## src/logic/epsc_pkg.sv

```systemverilog
/*
  constants and carrier types for the encoder position sync counter.
  assumes a single 250 mhz control clock and a register port that
  answers reads one cycle after the read strobe.
*/
// Operation
// encoder pulses count up; control word bits 9 to 11 steer the preset.
// sync is armed only with inhibit 0, no fault and done-clear 0.
// armed, a trigger rise loads both preset halves; counting goes on.
// a controlled preset sets the done flag, held like a set-reset latch.
// the controller raises done-clear after positioning; done then resets.
// the controller resets both latches before another synchronisation.
// the controller triggers by setting control word bit 9, the value 512.
// control bit 10 is the sync inhibit, bit 11 done-clear; both is 3072.
// done is status bit 5; count and preset read as 16-bit halves.
package epsc_pkg;

  // ----------------------------------------------------------------
  // register map
  // ----------------------------------------------------------------
  localparam logic [3:0] ADDR_CTRL     = 4'h0;
  localparam logic [3:0] ADDR_STATUS   = 4'h1;
  localparam logic [3:0] ADDR_CNT_LO   = 4'h2;
  localparam logic [3:0] ADDR_CNT_HI   = 4'h3;
  localparam logic [3:0] ADDR_PRE_LO   = 4'h4;
  localparam logic [3:0] ADDR_PRE_HI   = 4'h5;
  localparam logic [3:0] ADDR_IRQ_STAT = 4'h6;
  localparam logic [3:0] ADDR_IRQ_MASK = 4'h7;

  // ----------------------------------------------------------------
  // fields and reset values
  // ----------------------------------------------------------------
  localparam int          BIT_TRIG      = 9;
  localparam int          BIT_INHIBIT   = 10;
  localparam int          BIT_DONE_CLR  = 11;
  localparam int          BIT_DONE      = 5;
  localparam int          BIT_ARMED     = 0;
  localparam int          BIT_FAULT     = 1;
  localparam int          IRQ_SYNC      = 0;
  localparam int          IRQ_WRAP      = 1;
  localparam logic [15:0] CTRL_RESET    = 16'h0000;
  localparam logic [15:0] PRESET_RESET  = 16'h0000;
  localparam logic [1:0]  MASK_RESET    = 2'h0;
  localparam logic [31:0] COUNT_RESET   = 32'h0000_0000;

  // ----------------------------------------------------------------
  // carriers
  // ----------------------------------------------------------------
  typedef struct packed {
    logic [3:0]  addr;
    logic [15:0] wdata;
    logic        wr;
    logic        rd;
  } epsc_bus_t;

  typedef struct packed {
    logic trig;
    logic inhibit;
    logic done_clr;
  } epsc_ctrl_t;

endpackage

```

## src/logic/epsc_counter.sv

```systemverilog
/*
  encoder position counter with armed, edge-triggered preset.
  assumes the encoder pulse and fault inputs are asynchronous pins;
  each pulse is a level high for at least three clocks.
*/
// Our own choices: the address-and-strobe port and the register offsets.
module epsc_counter
  import epsc_pkg::*;
(
  input  wire logic              clk_i,
  input  wire logic              reset_i,
  input  wire epsc_bus_t         bus_i,
  input  wire logic              enc_pulse_i,
  input  wire logic              fault_i,
  output logic        [15:0]     rdata_o,
  output logic                   irq_o
);

  // ----------------------------------------------------------------
  // pin synchronisers
  // ----------------------------------------------------------------
  // a change counts only once stages two and three agree
  logic [2:0] enc_sync;
  logic [2:0] flt_sync;
  logic       enc_level;
  logic       flt_level;
  logic       next_enc_level;
  logic       next_flt_level;

  always_comb begin
    next_enc_level = enc_level;
    next_flt_level = flt_level;
    if (enc_sync[1] == enc_sync[2]) begin
      next_enc_level = enc_sync[2];
    end
    if (flt_sync[1] == flt_sync[2]) begin
      next_flt_level = flt_sync[2];
    end
  end

  always_ff @(posedge clk_i) begin
    if (reset_i) begin
      enc_sync  <= 3'h0;
      flt_sync  <= 3'h0;
      enc_level <= 1'b0;
      flt_level <= 1'b0;
    end else begin
      enc_sync  <= {enc_sync[1:0], enc_pulse_i};
      flt_sync  <= {flt_sync[1:0], fault_i};
      enc_level <= next_enc_level;
      flt_level <= next_flt_level;
    end
  end

  // ----------------------------------------------------------------
  // control word and preset halves
  // ----------------------------------------------------------------
  logic [15:0] ctrl_word;
  logic [15:0] preset_lo;
  logic [15:0] preset_hi;
  logic [1:0]  irq_mask;
  logic [15:0] next_ctrl_word;
  logic [15:0] next_preset_lo;
  logic [15:0] next_preset_hi;
  logic [1:0]  next_irq_mask;
  epsc_ctrl_t  ctrl;

  function automatic logic is_wr(input epsc_bus_t b, input logic [3:0] a);
    is_wr = b.wr && (b.addr == a);
  endfunction

  always_comb begin
    next_ctrl_word = ctrl_word;
    next_preset_lo = preset_lo;
    next_preset_hi = preset_hi;
    next_irq_mask  = irq_mask;
    if (is_wr(bus_i, ADDR_CTRL)) begin
      next_ctrl_word = bus_i.wdata;
    end
    if (is_wr(bus_i, ADDR_PRE_LO)) begin
      next_preset_lo = bus_i.wdata;
    end
    if (is_wr(bus_i, ADDR_PRE_HI)) begin
      next_preset_hi = bus_i.wdata;
    end
    if (is_wr(bus_i, ADDR_IRQ_MASK)) begin
      next_irq_mask = bus_i.wdata[1:0];
    end
  end

  always_ff @(posedge clk_i) begin
    if (reset_i) begin
      ctrl_word <= CTRL_RESET;
      preset_lo <= PRESET_RESET;
      preset_hi <= PRESET_RESET;
      irq_mask  <= MASK_RESET;
    end else begin
      ctrl_word <= next_ctrl_word;
      preset_lo <= next_preset_lo;
      preset_hi <= next_preset_hi;
      irq_mask  <= next_irq_mask;
    end
  end

  // trigger, inhibit and clear bits of the control word
  assign ctrl = '{trig:     ctrl_word[BIT_TRIG],
                  inhibit:  ctrl_word[BIT_INHIBIT],
                  done_clr: ctrl_word[BIT_DONE_CLR]};

  // ----------------------------------------------------------------
  // sync logic and counter
  // ----------------------------------------------------------------
  logic        armed;
  logic        trig_q;
  logic        enc_q;
  logic        sync_done;
  logic [31:0] count;
  logic        trig_rise;
  logic        enc_rise;
  logic        do_load;
  logic        next_trig_q;
  logic        next_enc_q;
  logic        next_sync_done;
  logic [31:0] next_count;

  assign armed     = !ctrl.inhibit && !flt_level && !ctrl.done_clr;
  assign trig_rise = ctrl.trig && !trig_q;
  assign enc_rise  = enc_level && !enc_q;
  assign do_load   = armed && trig_rise;

  always_comb begin
    next_trig_q    = ctrl.trig;
    next_enc_q     = enc_level;
    next_sync_done = sync_done;
    next_count     = count;
    if (do_load) begin
      next_count = {preset_hi, preset_lo};
    end else if (enc_rise) begin
      next_count = count + 32'h0000_0001;
    end
    // set wins over the clear
    if (ctrl.done_clr) begin
      next_sync_done = 1'b0;
    end
    if (do_load) begin
      next_sync_done = 1'b1;
    end
  end

  always_ff @(posedge clk_i) begin
    if (reset_i) begin
      trig_q    <= 1'b0;
      enc_q     <= 1'b0;
      sync_done <= 1'b0;
      count     <= COUNT_RESET;
    end else begin
      trig_q    <= next_trig_q;
      enc_q     <= next_enc_q;
      sync_done <= next_sync_done;
      count     <= next_count;
    end
  end

  // ----------------------------------------------------------------
  // interrupts
  // ----------------------------------------------------------------
  logic [1:0] irq_stat;
  logic [1:0] next_irq_stat;
  logic [1:0] irq_evt;
  logic       next_irq;
  logic       wrap;

  assign wrap    = enc_rise && !do_load && (count == 32'hFFFF_FFFF);
  assign irq_evt = {wrap, do_load};

  always_comb begin
    next_irq_stat = irq_stat;
    if (is_wr(bus_i, ADDR_IRQ_STAT)) begin
      next_irq_stat = irq_stat & ~bus_i.wdata[1:0];
    end
    next_irq_stat = next_irq_stat | irq_evt;
    next_irq      = |(next_irq_stat & next_irq_mask);
  end

  always_ff @(posedge clk_i) begin
    if (reset_i) begin
      irq_stat <= 2'h0;
      irq_o    <= 1'b0;
    end else begin
      irq_stat <= next_irq_stat;
      irq_o    <= next_irq;
    end
  end

  // ----------------------------------------------------------------
  // read port
  // ----------------------------------------------------------------
  logic [15:0] next_rdata;
  logic [15:0] status_word;

  always_comb begin
    status_word            = 16'h0000;
    status_word[BIT_DONE]  = sync_done;
    status_word[BIT_ARMED] = armed;
    status_word[BIT_FAULT] = flt_level;
    next_rdata             = 16'h0000;
    if (bus_i.rd) begin
      unique case (bus_i.addr)
        ADDR_CTRL:     next_rdata = ctrl_word;
        ADDR_STATUS:   next_rdata = status_word;
        ADDR_CNT_LO:   next_rdata = count[15:0];
        ADDR_CNT_HI:   next_rdata = count[31:16];
        ADDR_PRE_LO:   next_rdata = preset_lo;
        ADDR_PRE_HI:   next_rdata = preset_hi;
        ADDR_IRQ_STAT: next_rdata = {14'h0000, irq_stat};
        ADDR_IRQ_MASK: next_rdata = {14'h0000, irq_mask};
        default:       next_rdata = 16'h0000;
      endcase
    end
  end

  always_ff @(posedge clk_i) begin
    if (reset_i) begin
      rdata_o <= 16'h0000;
    end else begin
      rdata_o <= next_rdata;
    end
  end

  // ----------------------------------------------------------------
  // checks
  // ----------------------------------------------------------------
  preset_load_a: assert property (@(posedge clk_i)
    disable iff (reset_i)
    (armed && ctrl.trig && !trig_q) |=>
    (count == $past({preset_hi, preset_lo})))
    else $error("counter not loaded with preset on armed trigger");

  no_load_a: assert property (@(posedge clk_i)
    disable iff (reset_i)
    (ctrl.inhibit && !enc_rise) |=> (count == $past(count)))
    else $error("counter changed while inhibited");

  done_set_a: assert property (@(posedge clk_i)
    disable iff (reset_i)
    do_load |=> sync_done)
    else $error("done flag not set after preset");

  done_hold_a: assert property (@(posedge clk_i)
    disable iff (reset_i)
    (sync_done && !ctrl.done_clr) |=> sync_done)
    else $error("done flag dropped without clear");

  done_clear_a: assert property (@(posedge clk_i)
    disable iff (reset_i)
    (ctrl.done_clr && !do_load) |=> !sync_done)
    else $error("done flag not cleared");

  count_step_a: assert property (@(posedge clk_i)
    disable iff (reset_i)
    (enc_rise && !do_load) |=> (count == $past(count) + 32'h0000_0001))
    else $error("encoder pulse not counted");

  status_read_a: assert property (@(posedge clk_i)
    disable iff (reset_i)
    (bus_i.rd && bus_i.addr == ADDR_STATUS) |=>
    (rdata_o[BIT_DONE] == $past(sync_done)))
    else $error("status bit 5 does not show done");

  inhibit_bit_a: assert property (@(posedge clk_i)
    disable iff (reset_i)
    (ctrl_word[BIT_INHIBIT] || ctrl_word[BIT_DONE_CLR]) |-> !armed)
    else $error("armed while inhibit or clear set");

  // a disarmed trigger must leave the count alone, fault included
  armed_hold_a: assert property (@(posedge clk_i)
    disable iff (reset_i)
    (!armed && !enc_rise) |=> (count == $past(count)))
    else $error("counter changed while disarmed");

  done_source_a: assert property (@(posedge clk_i)
    disable iff (reset_i)
    (!do_load && !sync_done) |=> !sync_done)
    else $error("done flag set without preset");

  sync_irq_a: assert property (@(posedge clk_i)
    disable iff (reset_i)
    do_load |=> irq_stat[IRQ_SYNC])
    else $error("preset event not latched");

  wrap_irq_a: assert property (@(posedge clk_i)
    disable iff (reset_i)
    wrap |=> irq_stat[IRQ_WRAP])
    else $error("wrap event not latched");

  read_idle_a: assert property (@(posedge clk_i)
    disable iff (reset_i)
    !bus_i.rd |=> (rdata_o == 16'h0000))
    else $error("read data not zero outside a read");

  count_read_a: assert property (@(posedge clk_i)
    disable iff (reset_i)
    (bus_i.rd && bus_i.addr == ADDR_CNT_LO) |=>
    (rdata_o == $past(count[15:0])))
    else $error("count low half misread");

endmodule

```

## config.mk

```make
export PLATFORM = sky130hd
export DESIGN_NAME = epsc_counter
export DESIGN_NICKNAME = d
export VERILOG_FILES = /design/src/logic/epsc_pkg.sv /design/src/logic/epsc_counter.sv
export SDC_FILE = /design/constraint.sdc
export NUM_CORES = 1
export LEC_CHECK = 0
export ABC_AREA = 1
export BUFFER_PORTS_ARGS = -buffer_cell sky130_fd_sc_hd__clkbuf_2
export CORE_MARGIN = 3
export CORE_UTILIZATION = 61
export DETAILED_ROUTE_END_ITERATION = 12
export PLACE_DENSITY_LB_ADDON = 0.2
export SYNTH_ARGS = -nofsm -noshare
export SYNTH_HDL_FRONTEND = slang
export SYNTH_SLANG_ARGS = --single-unit
```

## constraint.sdc

```tcl
create_clock -name clk_i -period 3.8 [get_ports clk_i]
set_clock_uncertainty 0.2 [all_clocks]
set_input_delay 1.14 -clock clk_i [delete_from_list [all_inputs] [get_ports clk_i]]
set_output_delay 1.14 -clock clk_i [all_outputs]
set_load 0.05 [all_outputs]
```

==> impl_metrics.py <==
metrics = {
    "status": {
        "outcome": "complete, no violations",
    },
    "placed_design": {
        "post-dp-hpwl_um": 11100,
        "post-place-cells": 922,
        "io_buffer_count": 42,
        "placer_s_final_routability_congestion_estimate": 1.02,
    },
    "yosys": {
        "yosys.cell_types.count": 34,
        "syn-instance-count": 797,
        "synth_enable_flop_cells": 0,
        "yosysWarnings": 0,
        "synth_top_cells_by_area": "sky130_fd_sc_hd__dfxtp_1, sky130_fd_sc_hd__nand2_1, sky130_fd_sc_hd__inv_1, sky130_fd_sc_hd__a21oi_1, sky130_fd_sc_hd__nor2_1",
        "synthArstFlopShare": 0,
        "yosys_most_used_dff": "sky130_fd_sc_hd__dfxtp_1",
        "synth_seq_area_share": 0.407,
        "synth_area_per_cell_um2": 6.92,
        "fraction_of_synthesized_cell_area_taken_by_the_top_area_cell_type": 0.407,
        "synthDominantAreaCellType": "sky130_fd_sc_hd__dfxtp_1",
        "postSynthNetCount": 824,
        "synth_seq_cells": 112,
        "syn-cell-area_um2": 5520,
    },
    "flow_run": {
        "drv_cap": 0,
    },
    "timing": {
        "final_min_period_over_clock_period": 0.627,
        "period_needed_ps": 2380,
        "finalHoldWorstSlack_ps": 213,
        "worstMarginPinSlew_ps": 618,
        "hold_viol": 0,
        "rsz0062_at_grt": "false",
        "report.final.setup_viol": 0,
        "achievable-frequency_mhz": 419,
        "timing_max_transition_violations_final": 0,
        "worst_slew_margin_rel": 0.587,
        "setup-tns-final_ps": 0,
    },
    "worst_setup_path": {
        "cp-startpoint": "reset_i",
        "worstReg2RegStart": "ctrl_word[11]$_SDFFE_PP0P_",
        "crit_required_ps": 3900,
        "crit_path_max_fanout": 56,
        "worst_ep_arrival_time_ps": 2480,
        "endpoint_kind": "flip-flop",
        "start_kind": "primary input",
        "criticalPathCategory": "primary input to flip-flop",
        "reg2reg_slack_ps": 1530,
    },
    "global_route": {
        "globalRouteOverflowTotal": 0,
        "grt_first_pass_wirelength_um": 24400,
        "antenna_found_initial": 0,
        "grt_util_all_layers": 0.304,
        "vias_in_the_first_global_route": 5277,
        "maximum_number_of_pins_on_one_net_before_global_route_repair": 57,
    },
    "clock_network": {
        "cts_post_setup_buffers_inserted": 0,
        "worst_setup_hold_path_clk_slew_ps": 110,
        "htreeDepth": 3,
        "postCtsResizedCells": 0,
        "clock_tree_from_tritoncts": "built",
        "root_buffer": "sky130_fd_sc_hd__clkbuf_8",
        "cts.sinks": 112,
        "cts_buffer_count": 9,
        "cts.hold.buffers_added": 0,
        "max-clock-path-buffers": 2,
        "worst_skew_pair.late_latency_ps": 380,
    },
    "floorplan": {
        "dieWidth_um": 101,
        "initial_utilization": 0.629,
        "dieHeight_um": 101,
        "boundaryPins": 43,
        "fp-row-count": 34,
        "area_of_the_core_region_um2": 8760,
        "dieArea_um2": 10200,
    },
    "routing": {
        "vias_per_cell": 5.76,
        "drcViolationCount": 0,
        "dr.first_iter.drc_count": 441,
        "route.vias.total": 5401,
        "detail-route-antenna-nets": 0,
        "routed_wire_length_per_instance_um": 16.0,
        "finalWirelength_um": 15000,
        "detail_route.first_pass.iterations": 6,
    },
    "cells_and_area": {
        "antennaDiodeCount": 0,
        "nNetsFinal": 852,
        "final_core_util": 0.680,
        "share_of_post_route_cells_with_drive_strength_above_1": 0.133,
        "layout.cells.most_common_list": "sky130_fd_sc_hd__nand2_1, sky130_fd_sc_hd__inv_1, sky130_fd_sc_hd__dfxtp_1, sky130_fd_sc_hd__nor2_1, sky130_fd_sc_hd__a21oi_1",
        "final_common_cell": "sky130_fd_sc_hd__nand2_1",
        "layoutNonFillerInstCount": 938,
        "area_growth_from_synthesis_to_layout_pct": 8.05,
    },
    "power_and_ir_drop": {
        "p_leak_nw": 2.15,
        "power_density_nw_per_um2": 338,
        "vdd_drop_max_mv": 0.293,
    },
    "worst_hold_path": {
        "holdCritPathClass": "flip-flop to flip-flop",
        "hold_startpoint": "enc_sync[0]$_SDFF_PP0_",
    },
}
==> registers in the layout (all words and copies together), names as in the netlist, 2 cells and up <==
signal	flops
preset_lo	16
enc_sync	3
ctrl_word	16
flt_sync	3
rdata_o	16
preset_hi	16
irq_stat	2
count	32
irq_mask	2
==> synth_stat cells (2+ instances only) <==
library cell               count
sky130_fd_sc_hd__a211oi_1      2
sky130_fd_sc_hd__clkbuf_2      2
sky130_fd_sc_hd__nand2_4       2
sky130_fd_sc_hd__nand2_1     148
sky130_fd_sc_hd__dfxtp_1     112
sky130_fd_sc_hd__xor2_1       11
sky130_fd_sc_hd__nor2_1       83
sky130_fd_sc_hd__nand3_1      27
sky130_fd_sc_hd__clkbuf_1     15
sky130_fd_sc_hd__inv_2         6
sky130_fd_sc_hd__a21oi_1      80
sky130_fd_sc_hd__nor2_8        2
sky130_fd_sc_hd__nand2_2      12
sky130_fd_sc_hd__nor2_2        7
sky130_fd_sc_hd__buf_2        13
sky130_fd_sc_hd__nand4_1       2
sky130_fd_sc_hd__a31oi_1       5
sky130_fd_sc_hd__a21oi_2       3
sky130_fd_sc_hd__o21ai_1       6
sky130_fd_sc_hd__o221ai_1      7
sky130_fd_sc_hd__nor2_4       11
sky130_fd_sc_hd__inv_1       122
sky130_fd_sc_hd__nor3_1        8
sky130_fd_sc_hd__o22ai_1      46
sky130_fd_sc_hd__o21ai_0      56
==> metal layers <==
metal	routed length [µm]	global-route usage	vias up
li1	-	-	2634
met3	953	0.0471	80
met2	7160	0.518	244
met1	5990	0.360	2443
met5	0	0	-
met4	896	0.176	0
==> report_power, final <==
part           internal [W]  switching (W)  total [W]
combinational     0.0000339      0.0000844   0.000118
clock              0.000279       0.000422   0.000700
sequential          0.00119     0.00000805    0.00120
total               0.00150       0.000514    0.00202
==> stage by stage <==
stage,setup WS (ps),cell area (µm²),total power (W)
global placement,1140,5770,0.00134
finish,1420,5960,0.00202
detailed placement,1030,5770,0.00134
floorplan,1650,5520,0.00130
global route,1230,5960,0.00208
CTS,1430,5960,0.00202
==> final cells by class <==
class                           count  area [µm²]
Multi-Input combinational cell    524        2650
Tap cell                          108         135
Sequential cell                   112        2240
Clock buffer                       11         151
Fill cell                         798        2800
Clock inverter                      5        37.5
Timing Repair Buffer               49         263
Inverter                          129         484
==> cells by family after synthesis <==
family                   after synthesis  share of synthesized area
AND/OR/NAND/NOR                      305                      0.251
AO/OA/AOI/OAI                        206                      0.208
buffers and inverters                161                      0.114
flip-flops                           112                      0.407
XOR/XNOR                              12                     0.0191
adder cells (fa/ha/maj)                1                    0.00227
==> worst max-delay path, stage by stage <==
cell and delay (ps):
sky130_fd_sc_hd__clkbuf_2 90, sky130_fd_sc_hd__inv_1 50, sky130_fd_sc_hd__buf_4 380, sky130_fd_sc_hd__nand2_1 500, sky130_fd_sc_hd__a31oi_1 310
==> final timing paths <==
kind	endpoint	depth (start not counted)
max	rdata_o[5]$_SDFF_PP0_	5
min	enc_sync[1]$_SDFF_PP0_	2
min reg2reg	enc_sync[1]$_SDFF_PP0_	2
max reg2reg	count[12]$_SDFFE_PP0P_	8
No activity file was read; power rests on OpenSTA's default activity.
